### src/design/iltu_map.vh
`ifndef ILTU_MAP_VH
`define ILTU_MAP_VH

// Instruction codes on cmdOp
`define ILTU_OP_HALF_LOAD 5'h00
`define ILTU_OP_HALF_STORE 5'h01
`define ILTU_OP_DBL_LOAD 5'h02
`define ILTU_OP_DBL_STORE 5'h03
`define ILTU_OP_WORD_COPY 5'h04
`define ILTU_OP_BYTE_COPY 5'h05
`define ILTU_OP_SYS_LOAD 5'h06
`define ILTU_OP_SYS_STORE 5'h07
`define ILTU_OP_BASE_IMM 5'h08
`define ILTU_OP_BASE_ADD 5'h09
`define ILTU_OP_REL_WLOAD 5'h0a
`define ILTU_OP_REL_DLOAD 5'h0b
`define ILTU_OP_REL_WSTORE 5'h0c
`define ILTU_OP_REL_DSTORE 5'h0d
`define ILTU_OP_JUMP_WORK 5'h0e
`define ILTU_OP_WORK_TO_BASE 5'h0f
`define ILTU_OP_CNT_TO_WORK 5'h10
`define ILTU_OP_CNT_TO_BASE 5'h11
`define ILTU_OP_BASE_TO_WORK 5'h12
`define ILTU_OP_BASE_TO_CNT 5'h13

// Half-register numbers
`define ILTU_HALF_W1_LO 4'h0
`define ILTU_HALF_W1_HI 4'h1
`define ILTU_HALF_W2_LO 4'h2
`define ILTU_HALF_W2_HI 4'h3
`define ILTU_HALF_DBS 4'h8

// Double-register codes
`define ILTU_DREG_W1 2'h0
`define ILTU_DREG_W2 2'h1
`define ILTU_DREG_SAC 2'h2
`define ILTU_DREG_BASE 2'h3

// Register port offsets
`define ILTU_REG_WORK1 3'h0
`define ILTU_REG_WORK2 3'h1
`define ILTU_REG_COUNTER 3'h2
`define ILTU_REG_BASE 3'h3
`define ILTU_REG_DBS 3'h4
`define ILTU_REG_STATUS 3'h5

// Reset values
`define ILTU_RST_WORK 32'h00000000
`define ILTU_RST_ADDR 20'h00000
`define ILTU_RST_DBS 16'h0000

// System data area word 0 address
`define ILTU_SYS_BASE 20'he1000

// Address steps
`define ILTU_STEP_BYTE 20'h00001
`define ILTU_STEP_WORD 20'h00002

`endif

### src/design/iltu_core.v
// Behaviour
// RULE1: half load reads word at work1 address
// RULE2: half codes 0-3 work halves, 8 dbs
// RULE3: half load keeps the other sixteen bits
// RULE4: double load fills chosen 32-bit register; counter and base keep only the low 20 bits
// RULE5: double store writes chosen register to memory
// RULE6: double codes: work1, work2, counter, base
// RULE7: word copy by end addresses, minus 2n
// RULE8: byte copy from work2 end to work1
// RULE9: byte copy reduces both by count
// RULE10: system word load and store
// RULE11: base loads 20-bit immediate
// RULE12: base adds doubled signed offset
// RULE13: relative word load, work1 to work2
// RULE14: relative double load, work1 to work2
// RULE15: relative word store, base unchanged
// RULE16: relative double store, base unchanged
// RULE17: work1 into counter for jump
// RULE18: work1 into base register
// RULE19: counter into work1 or base, top zero
// RULE20: base into work1, top bits zero
// RULE21: base into counter for jump
// RULE22: undefined register codes change nothing
//
// Local design decisions: the strobed register port and the placing of the registers.
`include "iltu_map.vh"

module iltu_core (
	input wire clk,
	input wire rst,
	input wire cmdValid,
	input wire [4:0] cmdOp,
	input wire [19:0] cmdArg,
	output wire cmdReady,
	output reg cmdDone,
	output reg cmdInvalid,
	output reg [19:0] memAddr,
	output reg [15:0] memWrData,
	output reg memRd,
	output reg memWr,
	output reg memByte,
	input wire [15:0] memRdData,
	input wire [2:0] regAddr,
	input wire [31:0] regWrData,
	input wire regWr,
	input wire regRd,
	output reg [31:0] regRdData
);

	localparam S_IDLE = 3'h0;
	localparam S_LDH = 3'h1;
	localparam S_LDL = 3'h2;
	localparam S_LDA = 3'h3;
	localparam S_LDB = 3'h4;
	localparam S_STL = 3'h5;
	localparam S_CPR = 3'h6;
	localparam S_CPW = 3'h7;

	reg [2:0] state_reg, state_next;
	reg [31:0] work1_reg, work1_next;
	reg [31:0] work2_reg, work2_next;
	reg [19:0] counter_reg, counter_next;
	reg [19:0] base_reg, base_next;
	reg [15:0] dbs_reg, dbs_next;
	reg [4:0] op_reg, op_next;
	reg [3:0] sel_reg, sel_next;
	reg [7:0] count_reg, count_next;
	reg [19:0] addr_reg, addr_next;
	reg [15:0] hiWord_reg, hiWord_next;
	reg [31:0] stData_reg, stData_next;
	reg dbl_reg, dbl_next;
	reg [19:0] memAddr_next;
	reg [15:0] memWrData_next;
	reg memRd_next, memWr_next, memByte_next;
	reg cmdDone_next, cmdInvalid_next;

	wire take = cmdValid && (state_reg == S_IDLE);
	assign cmdReady = (state_reg == S_IDLE);

	// Doubled signed word offset, wrapped to 20 bits
	wire [19:0] relOff = {{3{cmdArg[15]}}, cmdArg[15:0], 1'b0}; // RULE12
	wire [19:0] relAddr = base_reg + relOff;
	wire [19:0] copyStep = (op_reg == `ILTU_OP_WORD_COPY) ? `ILTU_STEP_WORD : `ILTU_STEP_BYTE;
	wire halfOk = (cmdArg[3:0] <= `ILTU_HALF_W2_HI) || (cmdArg[3:0] == `ILTU_HALF_DBS);
	wire dregOk = (cmdArg[19:2] == 18'h00000); // RULE22

	// Value of the selected half register
	reg [15:0] halfVal;
	always @* begin
		case (cmdArg[3:0])
			`ILTU_HALF_W1_LO: halfVal = work1_reg[15:0];
			`ILTU_HALF_W1_HI: halfVal = work1_reg[31:16];
			`ILTU_HALF_W2_LO: halfVal = work2_reg[15:0];
			`ILTU_HALF_W2_HI: halfVal = work2_reg[31:16];
			default: halfVal = dbs_reg;
		endcase
	end

	// Value of the selected double register
	reg [31:0] dregVal;
	always @* begin
		case (cmdArg[1:0])
			`ILTU_DREG_W1: dregVal = work1_reg; // RULE6
			`ILTU_DREG_W2: dregVal = work2_reg;
			`ILTU_DREG_SAC: dregVal = {12'h000, counter_reg};
			default: dregVal = {12'h000, base_reg};
		endcase
	end

	always @* begin
		state_next = state_reg;
		work1_next = work1_reg;
		work2_next = work2_reg;
		counter_next = counter_reg;
		base_next = base_reg;
		dbs_next = dbs_reg;
		op_next = op_reg;
		sel_next = sel_reg;
		count_next = count_reg;
		addr_next = addr_reg;
		hiWord_next = hiWord_reg;
		stData_next = stData_reg;
		dbl_next = dbl_reg;
		memAddr_next = memAddr;
		memWrData_next = memWrData;
		memRd_next = 1'b0;
		memWr_next = 1'b0;
		memByte_next = 1'b0;
		cmdDone_next = 1'b0;
		cmdInvalid_next = 1'b0;
		// Software writes only while no instruction runs
		if (regWr && state_reg == S_IDLE) begin
			if (regAddr == `ILTU_REG_WORK1) begin
				work1_next = regWrData;
			end else if (regAddr == `ILTU_REG_WORK2) begin
				work2_next = regWrData;
			end else if (regAddr == `ILTU_REG_COUNTER) begin
				counter_next = regWrData[19:0];
			end else if (regAddr == `ILTU_REG_BASE) begin
				base_next = regWrData[19:0];
			end else if (regAddr == `ILTU_REG_DBS) begin
				dbs_next = regWrData[15:0];
			end
		end
		case (state_reg)
			S_IDLE: begin
				if (take) begin
					op_next = cmdOp;
					sel_next = cmdArg[3:0];
					cmdDone_next = 1'b1;
					case (cmdOp)
						`ILTU_OP_HALF_LOAD: begin
							if (halfOk) begin
								addr_next = work1_reg[19:0]; // RULE1
								dbl_next = 1'b0;
								cmdDone_next = 1'b0;
								state_next = S_LDH;
							end else begin
								cmdInvalid_next = 1'b1; // RULE22
							end
						end
						`ILTU_OP_HALF_STORE: begin
							if (halfOk) begin
								memAddr_next = work1_reg[19:0];
								memWrData_next = halfVal;
								memWr_next = 1'b1;
							end else begin
								cmdInvalid_next = 1'b1; // RULE22
							end
						end
						`ILTU_OP_DBL_LOAD: begin
							if (dregOk) begin
								addr_next = work1_reg[19:0]; // RULE4
								dbl_next = 1'b1;
								cmdDone_next = 1'b0;
								state_next = S_LDH;
							end else begin
								cmdInvalid_next = 1'b1; // RULE22
							end
						end
						`ILTU_OP_DBL_STORE, `ILTU_OP_REL_DSTORE: begin
							if (cmdOp == `ILTU_OP_REL_DSTORE || dregOk) begin
								addr_next = (cmdOp == `ILTU_OP_REL_DSTORE) ? relAddr : work1_reg[19:0]; // RULE5 RULE16
								stData_next = (cmdOp == `ILTU_OP_REL_DSTORE) ? work1_reg : dregVal;
								memAddr_next = (cmdOp == `ILTU_OP_REL_DSTORE) ? relAddr : work1_reg[19:0];
								memWrData_next = (cmdOp == `ILTU_OP_REL_DSTORE) ? work1_reg[31:16] : dregVal[31:16];
								memWr_next = 1'b1;
								cmdDone_next = 1'b0;
								state_next = S_STL;
							end else begin
								cmdInvalid_next = 1'b1; // RULE22
							end
						end
						`ILTU_OP_WORD_COPY, `ILTU_OP_BYTE_COPY: begin
							count_next = cmdArg[7:0]; // RULE7 RULE8
							if (cmdArg[7:0] != 8'h00) begin
								cmdDone_next = 1'b0;
								state_next = S_CPR;
							end
						end
						`ILTU_OP_SYS_LOAD: begin
							addr_next = `ILTU_SYS_BASE + {11'h000, cmdArg[7:0], 1'b0}; // RULE10
							dbl_next = 1'b0;
							cmdDone_next = 1'b0;
							state_next = S_LDH;
						end
						`ILTU_OP_SYS_STORE: begin
							memAddr_next = `ILTU_SYS_BASE + {11'h000, cmdArg[7:0], 1'b0}; // RULE10
							memWrData_next = work1_reg[15:0];
							memWr_next = 1'b1;
						end
						`ILTU_OP_BASE_IMM: base_next = cmdArg; // RULE11
						`ILTU_OP_BASE_ADD: base_next = relAddr; // RULE12
						`ILTU_OP_REL_WLOAD, `ILTU_OP_REL_DLOAD: begin
							addr_next = relAddr; // RULE13 RULE14
							dbl_next = (cmdOp == `ILTU_OP_REL_DLOAD);
							cmdDone_next = 1'b0;
							state_next = S_LDH;
						end
						`ILTU_OP_REL_WSTORE: begin
							memAddr_next = relAddr; // RULE15
							memWrData_next = work1_reg[15:0];
							memWr_next = 1'b1;
						end
						`ILTU_OP_JUMP_WORK: counter_next = work1_reg[19:0]; // RULE17
						`ILTU_OP_WORK_TO_BASE: base_next = work1_reg[19:0]; // RULE18
						`ILTU_OP_CNT_TO_WORK: work1_next = {12'h000, counter_reg}; // RULE19
						`ILTU_OP_CNT_TO_BASE: base_next = counter_reg; // RULE19
						`ILTU_OP_BASE_TO_WORK: work1_next = {12'h000, base_reg}; // RULE20
						`ILTU_OP_BASE_TO_CNT: counter_next = base_reg; // RULE21
						default: cmdInvalid_next = 1'b1; // RULE22
					endcase
				end
			end
			S_LDH: begin
				memAddr_next = addr_reg;
				memRd_next = 1'b1;
				state_next = S_LDL;
			end
			S_LDL: begin
				if (dbl_reg) begin
					memAddr_next = addr_reg + `ILTU_STEP_WORD;
					memRd_next = 1'b1;
				end
				state_next = S_LDA;
			end
			S_LDA: begin
				hiWord_next = memRdData;
				if (dbl_reg) begin
					state_next = S_LDB;
				end else begin
					state_next = S_IDLE;
					cmdDone_next = 1'b1;
					case (op_reg)
						`ILTU_OP_HALF_LOAD: begin
							case (sel_reg)
								`ILTU_HALF_W1_LO: work1_next = {work1_reg[31:16], memRdData}; // RULE2 RULE3
								`ILTU_HALF_W1_HI: work1_next = {memRdData, work1_reg[15:0]}; // RULE3
								`ILTU_HALF_W2_LO: work2_next = {work2_reg[31:16], memRdData}; // RULE3
								`ILTU_HALF_W2_HI: work2_next = {memRdData, work2_reg[15:0]}; // RULE3
								default: dbs_next = memRdData; // RULE2
							endcase
						end
						`ILTU_OP_REL_WLOAD: begin
							work2_next = work1_reg; // RULE13
							work1_next = {work1_reg[31:16], memRdData};
						end
						default: work1_next = {work1_reg[31:16], memRdData}; // RULE10
					endcase
				end
			end
			S_LDB: begin
				state_next = S_IDLE;
				cmdDone_next = 1'b1;
				if (op_reg == `ILTU_OP_REL_DLOAD) begin
					work2_next = work1_reg; // RULE14
					work1_next = {hiWord_reg, memRdData};
				end else begin
					case (sel_reg[1:0])
						`ILTU_DREG_W1: work1_next = {hiWord_reg, memRdData}; // RULE4 RULE6
						`ILTU_DREG_W2: work2_next = {hiWord_reg, memRdData};
						`ILTU_DREG_SAC: counter_next = {hiWord_reg[3:0], memRdData};
						default: base_next = {hiWord_reg[3:0], memRdData};
					endcase
				end
			end
			S_STL: begin
				memAddr_next = addr_reg + `ILTU_STEP_WORD; // RULE5
				memWrData_next = stData_reg[15:0];
				memWr_next = 1'b1;
				cmdDone_next = 1'b1;
				state_next = S_IDLE;
			end
			S_CPR: begin
				memAddr_next = work2_reg[19:0]; // RULE8
				memByte_next = !memRd && (op_reg == `ILTU_OP_BYTE_COPY);
				memRd_next = !memRd;
				if (memRd) begin
					state_next = S_CPW;
				end
			end
			S_CPW: begin
				// Read data of the source element is on memRdData now
				memAddr_next = work1_reg[19:0];
				memWrData_next = (op_reg == `ILTU_OP_BYTE_COPY) ? {8'h00, memRdData[7:0]} : memRdData;
				memByte_next = (op_reg == `ILTU_OP_BYTE_COPY);
				memWr_next = 1'b1;
				work1_next = work1_reg - {12'h000, copyStep}; // RULE7 RULE9
				work2_next = work2_reg - {12'h000, copyStep}; // RULE7 RULE9
				count_next = count_reg - 8'h01;
				if (count_reg == 8'h01) begin
					cmdDone_next = 1'b1;
					state_next = S_IDLE;
				end else begin
					state_next = S_CPR;
				end
			end
			default: state_next = S_IDLE;
		endcase
	end

	always @(posedge clk or posedge rst) begin
		if (rst) begin
			state_reg <= S_IDLE;
			work1_reg <= `ILTU_RST_WORK;
			work2_reg <= `ILTU_RST_WORK;
			counter_reg <= `ILTU_RST_ADDR;
			base_reg <= `ILTU_RST_ADDR;
			dbs_reg <= `ILTU_RST_DBS;
			op_reg <= 5'h00;
			sel_reg <= 4'h0;
			count_reg <= 8'h00;
			addr_reg <= `ILTU_RST_ADDR;
			hiWord_reg <= 16'h0000;
			stData_reg <= 32'h00000000;
			dbl_reg <= 1'b0;
			memAddr <= `ILTU_RST_ADDR;
			memWrData <= 16'h0000;
			memRd <= 1'b0;
			memWr <= 1'b0;
			memByte <= 1'b0;
			cmdDone <= 1'b0;
			cmdInvalid <= 1'b0;
		end else begin
			state_reg <= state_next;
			work1_reg <= work1_next;
			work2_reg <= work2_next;
			counter_reg <= counter_next;
			base_reg <= base_next;
			dbs_reg <= dbs_next;
			op_reg <= op_next;
			sel_reg <= sel_next;
			count_reg <= count_next;
			addr_reg <= addr_next;
			hiWord_reg <= hiWord_next;
			stData_reg <= stData_next;
			dbl_reg <= dbl_next;
			memAddr <= memAddr_next;
			memWrData <= memWrData_next;
			memRd <= memRd_next;
			memWr <= memWr_next;
			memByte <= memByte_next;
			cmdDone <= cmdDone_next && !cmdInvalid_next; // RULE22
			cmdInvalid <= cmdInvalid_next;
		end
	end

	// Register read port, data one cycle after the strobe
	always @(posedge clk or posedge rst) begin
		if (rst) begin
			regRdData <= 32'h00000000;
		end else if (regRd) begin
			if (regAddr == `ILTU_REG_WORK1) begin
				regRdData <= work1_reg;
			end else if (regAddr == `ILTU_REG_WORK2) begin
				regRdData <= work2_reg;
			end else if (regAddr == `ILTU_REG_COUNTER) begin
				regRdData <= {12'h000, counter_reg};
			end else if (regAddr == `ILTU_REG_BASE) begin
				regRdData <= {12'h000, base_reg};
			end else if (regAddr == `ILTU_REG_DBS) begin
				regRdData <= {16'h0000, dbs_reg};
			end else if (regAddr == `ILTU_REG_STATUS) begin
				regRdData <= {24'h000000, count_reg};
				regRdData[31] <= (state_reg != S_IDLE);
			end else begin
				regRdData <= 32'h00000000;
			end
		end else begin
			regRdData <= 32'h00000000;
		end
	end

endmodule // iltu_core

### config.mk
export PLATFORM = sky130hd
export DESIGN_NAME = iltu_core
export DESIGN_NICKNAME = d
export VERILOG_FILES = /design/src/design/iltu_core.v
export VERILOG_INCLUDE_DIRS = /design/src /design/src/design
export SDC_FILE = /design/constraint.sdc
export NUM_CORES = 1
export LEC_CHECK = 0
export BUFFER_PORTS_ARGS = -buffer_cell sky130_fd_sc_hd__buf_2
export CELL_PAD_IN_SITES_DETAIL_PLACEMENT = 2
export CELL_PAD_IN_SITES_GLOBAL_PLACEMENT = 2
export CORE_UTILIZATION = 37
export DETAILED_ROUTE_END_ITERATION = 6
export PLACE_DENSITY_LB_ADDON = 0.3
export SLEW_MARGIN = 20
export SYNTH_ARGS = -nofsm -noshare
export SYNTH_HDL_FRONTEND = slang
export SYNTH_SLANG_ARGS = --single-unit
### constraint.sdc
create_clock -name clk -period 9.7 [get_ports clk]
set_input_delay 0.97 -clock clk [delete_from_list [all_inputs] [get_ports clk]]
set_output_delay 0.97 -clock clk [all_outputs]
set_load 0.02 [all_outputs]
# Word level (Yosys, flattened, before mapping)
# Cells that the tools add are included.
# W data, S select, Z words.
# op_classes
n_lt_le_gt_ge,1
mux,111
n_reduce_logical,44
addsub,6
eq_ne,67
# ops
op,count
$mux W32,20
$mux W20,21
$mux W16,16
$pmux W32 S2,4
$pmux W32 S3,2
$pmux W20 S4,2
$pmux W32 S4,1
$pmux W20 S2,3
$pmux W20 S6,1
$pmux W20 S5,1
$pmux W16 S3,2
$pmux W16 S4,1
$sub A32 B2 Y32,2
$eq A5 B4 Y1 const B,10
$eq A5 B3 Y1 const B,6
$mux W3,8
$ne A3 B3 Y1 const B,7
$pmux W3 S7,1
$add A20 B2 Y20 const B,1
$add A20 B20 Y20,1
$eq A5 B5 Y1 const B,4
$add A18 B10 Y19 const A,1
$eq A3 B3 Y1 const B,6
$logic_not A18 Y1,1
other kinds (50),107
# word_totals
out_inout_bits,74
input_bits,81
regBits,266
word_cells,252

# Longest topological paths before layout
# logic_depth
ltp_word,11
depth_mapped,15
ltp_nobuf,13

# Least setup slack after synthesis
# OpenSTA, ideal clock, no wires.
# synth_path
kind,reg-to-reg
start,register op_reg[1]
end,register work1_reg[14]
setup_slack_ns,5.943
required_ns,9.579
arrival_time_ns,3.636
n_path_buf,2
setup_time_ns,0.121
synth_period_minus_slack_ns,3.757
path_stages_with_launch,16
cell_sequence,dfrtp_1 -> or2_2 -> clkbuf_1 -> nor2_1 -> nand3b_1 -> ha_1 -> inv_1 -> fa_1 -> or4_1 -> clkbuf_1 -> nor4_1 -> nand3b_1 -> xor2_1 -> o21ai_0 -> o21a_1 -> o22a_1
# synth_between
elab_chain_len,4
word_cells_on_any_way,10
cone_classes,1 x add/sub; 3 x eq/ne; 5 x mux; 1 x reduce/logical
# synth_rtl
element,line,source
from (decl),iltu_core.v:65,"reg [4:0] op_reg, op_next;"
from (signal assigned),iltu_core.v:351,op_reg <= op_next;
$eq A5 B3 Y1 (no line) or $logic_not A5 Y1 (tied branches),n/a,
$mux W2 (no line) or $mux W32 (tied branches),n/a,
$sub A32 B2 Y32 or $mux W32 (tied branches),"iltu_core.v:308, iltu_core.v:249",
$pmux W32 S4,iltu_core.v:145,case (state_reg)
to (signal assigned),iltu_core.v:325,work1_reg <= `ILTU_RST_WORK;
to (signal assigned),iltu_core.v:346,work1_reg <= work1_next;
to (decl),iltu_core.v:60,"reg [31:0] work1_reg, work1_next;"
# Several ways; a longest one is shown, not always the timed one. The select of a mux whose other input is x is not followed.
# A chain may end at the register's enable or synchronous reset.

# Worst setup path after layout
# layout_path
start,register state_reg[2]
end,register memWrData[0]
# layout_between
elab_chain_len,4
word_cells_on_any_way,11
cone_classes,6 x eq/ne; 1 x mux; 4 x reduce/logical
# layout_rtl
element,line,source
from (decl),iltu_core.v:59,"reg [2:0] state_reg, state_next;"
from (signal assigned),iltu_core.v:345,state_reg <= state_next;
$logic_not A3 Y1,"iltu_core.v:77, iltu_core.v:145",
$logic_and A1 B1 Y1,iltu_core.v:77,wire take = cmdValid && (state_reg == S_IDLE);
$ne A2 B1 Y1 (no line),n/a,
$reduce_and A5 Y1 (no line),n/a,
to (signal assigned),iltu_core.v:359,memWrData <= memWrData_next;
to (decl),iltu_core.v:38,"output reg [15:0] memWrData,"
# Several ways; a longest one is shown, not always the timed one.

==> results.py <==
metrics = {
    "run_status": {
        "status": "complete, but fails checks",
        "violations": "design-rule violations",
    },
    "clocking": {
        "htreeDepth": 2,
        "clock_path_buffers": 3,
        "cts_tree": "done",
        "post_cts.repair.setup_buffers": 0,
        "root_buffer": "clkbuf_16",
        "numCtsBuffers": 37,
        "cts_hold_buffers": 0,
        "clock-sinks": 266,
        "ctsResizeCount": 0,
        "clk_latency_ns": 0.61,
        "path_clk_slew_ns": 0.06,
    },
    "grt": {
        "grt_pass1_vias": 27190,
        "antenna_found_initial": 5,
        "use_met1_pct": 56.77,
        "grt_use_met2_pct": 65.27,
        "grt.overflow.total": 0,
        "grt_first_pass_wirelength_um": 200700,
        "grt_usage_pct": 44.53,
        "top_usage_layer": "met2",
        "met3_usage_pct": 9.958,
        "grt_max_degree": 80,
    },
    "layout": {
        "final_cells": 3625,
        "ff_latch_area_um2": 6660,
        "final_nets": 2923,
        "nFillCells": 6797,
        "multi_input_area_um2": 14640,
        "layout_commonest_cell": "nand2_1",
        "most-common-layout-cells": "291 x nand2_1, 283 x nor2_1, 263 x dfrtp_1",
        "syn_to_final_growth_pct": 11.85,
        "layout-drive-gt1-share_pct": 15.52,
    },
    "sta": {
        "fin_setup_tns_ns": 0,
        "hold_ws_ns": 0.4773,
        "finalClockSkew_ns": 0.02782,
        "drv_slew": 0,
        "finalHoldViolCount": 0,
        "max-slew-margin-rel_pct": 17.84,
        "worst_slew_pin_slew_ns": 1.223,
        "fin_crit_sh_pct": 45.74,
        "max_clock_freq_mhz": 225.4,
        "rsz0062_at_grt": "false",
        "min_period_ns": 4.437,
        "setup_violations": 0,
    },
    "critical_path": {
        "cp-start-kind": "register",
        "cp_max_fo": 33,
        "r2r_slack_ns": 5.26,
        "rr_worst_depth": 7,
        "r2r-end": "memWrData[0]",
        "reg2reg_from": "state_reg[2]",
        "worst_setup_path_end_kind": "register",
        "worstPathRequired_ns": 10.13,
        "crit_arrival_ns": 4.87,
        "path_class": "reg -> reg",
    },
    "yosys": {
        "synthArstFlopShare_pct": 100.0,
        "synth-edff-count": 0,
        "yosysTopAreaCell": "dfrtp_1",
        "yosys_warnings": 0,
        "syn_inst": 2835,
        "yosysTopAreaCellShare_pct": 29.54,
        "ys_seq_elements": 266,
        "syn-num-nets": 2944,
        "synthFlopType": "dfrtp_1",
        "synth.distinct_cells": 89,
        "syn_area_um2": 22530,
        "synth_area_leaders": "dfrtp_1 30%, mux2i_1 8.1%, o21ai_0 5.5%",
        "ys_seq_area_share_pct": 29.54,
        "syn_area_per_cell_um2": 7.947,
    },
    "detailed_routing": {
        "dr.first_iter.drc_count": 3349,
        "wirelength_um": 140600,
        "vias": 26510,
        "vias_per_cell": 7.313,
        "wl_per_cell_um": 38.79,
        "route.detailed.drc": 3,
        "dr.pass1.iters": 7,
        "ant_nets": 0,
    },
    "placed_design": {
        "gp_congestion": 1.026,
        "port_buffers": 154,
        "dpl.cell_count": 3557,
        "dp_hpwl_um": 97980,
    },
    "job": {
        "max_cap_violations": 0,
    },
    "power_and_ir_drop": {
        "p_leak_nw": 10.82,
        "power_density_nw_per_um2": 331.3,
        "ir_drop_mv": 0.1616,
    },
    "floorplan": {
        "core.rowCount": 90,
        "die_h_um": 248.8,
        "io_pins": 155,
        "die_area_um2": 61880,
        "initial_core_util_pct": 37.40,
        "core_um2": 60250,
        "die_w_um": 248.8,
    },
    "hold_path": {
        "hold_path.class": "reg -> reg",
        "hold_end": "stData_reg[10]",
        "hold_depth": 2,
        "min_from": "stData_reg[10]",
    },
}
## synthesized netlist by cell type, types with 13 or more instances
library cell / count
a21oi_1: 203
a222oi_1: 25
mux2i_1: 183
o221ai_1: 39
o22ai_1: 49
buf_1: 24
o211ai_1: 25
nor2b_1: 21
nor3_1: 63
o31ai_1: 15
o21a_1: 21
nand2b_1: 18
mux4_2: 32
nand3_1: 66
dfrtp_1: 266
nor4_1: 30
o21ai_0: 246
xnor2_1: 25
buf_2: 21
or2_2: 19
o221a_2: 13
a211oi_1: 40
a31oi_1: 30
a21o_1: 14
nor2_1: 287
a22o_1: 31
and3_1: 27
or3_1: 28
clkbuf_1: 261
nand2_1: 293
a221oi_1: 54
a221o_1: 30
mux2_2: 22
ha_1: 25
inv_1: 33
a22oi_1: 63
xor2_1: 29
## routing by layer
layer / vias up / share of wire, %
li1: 10590 / -
met5: - / 0.033
met1: 13680 / 38
met2: 1762 / 42
met4: 6 / 9.1
met3: 478 / 11
## through the flow
step | util, % | cell area, um2 | worst slack, ns | power [mW]
final | 41.83 | 25200 | 5.263 | 8.348
after global routing | 41.82 | 25190 | 5.404 | 8.552
after CTS | 41.81 | 25190 | 5.531 | 8.105
after detailed placement | 39.67 | 23900 | 5.361 | 6.533
after global placement | 39.66 | 23890 | 5.486 | 6.312
after floorplan | - | 22530 | 1.405 | 4.611
## report_power, final
group,internal [mW],switching (mW),total [mW],leakage (nW)
combinational,1.45,2.86,4.31,6.78
sequential,1.51,0.999,2.51,3.40
clock,0.907,0.622,1.53,0.637
total,3.87,4.48,8.35,10.8
## worst max-delay path, stage by stage (launching register included)
cell and delay, ns:
dfrtp_2 0.63, or3_1 0.64, inv_1 0.55, nand2_1 0.11, buf_4 0.26, or3_1 0.71, a2111oi_0 1.11, o22ai_1 0.22
## cells by family (layout without fill, tap and decap cells)
group / count (synthesis) / after routing / share of synthesized area, %
mux: 237 / 237 / 12.43
buf+inv: 344 / 350 / 5.903
xor+xnor: 54 / 54 / 2.099
flops: 266 / 266 / 29.54
fa+ha+maj: 28 / 28 / 1.655
compound gates: 985 / 985 / 29.32
simple gates: 921 / 921 / 19.05
other cells: 0 / 2 / 0
## how the worst max path moves through the flow
| stage | start | to | slack [ns] |
|---|---|---|---|
| floorplan | rst | addr_reg[0] | 1.40 |
| detailed placement | cmdArg[0] | addr_reg[19] | 5.36 |
| finish | state_reg[2] | memWrData[0] | 5.26 |
| global placement | cmdArg[0] | memAddr[9] | 5.49 |
| CTS | state_reg[2] | memWrData[0] | 5.53 |
| global route | state_reg[2] | memWrData[0] | 5.40 |
## cell type report
| cell class | instances | share of cell area (%) |
|---|---|---|
| clock buffer | 54 | 4.454 |
| antenna | 2 | 0.01986 |
| clock inverter | 12 | 0.6604 |
| timing repair buffer | 249 | 5.889 |
| sequential | 266 | 26.43 |
| tap | 782 | 3.883 |
| inverter | 35 | 0.5511 |
| multi-input combinational | 2225 | 58.11 |
No activity file was read; power rests on OpenSTA's default activity.
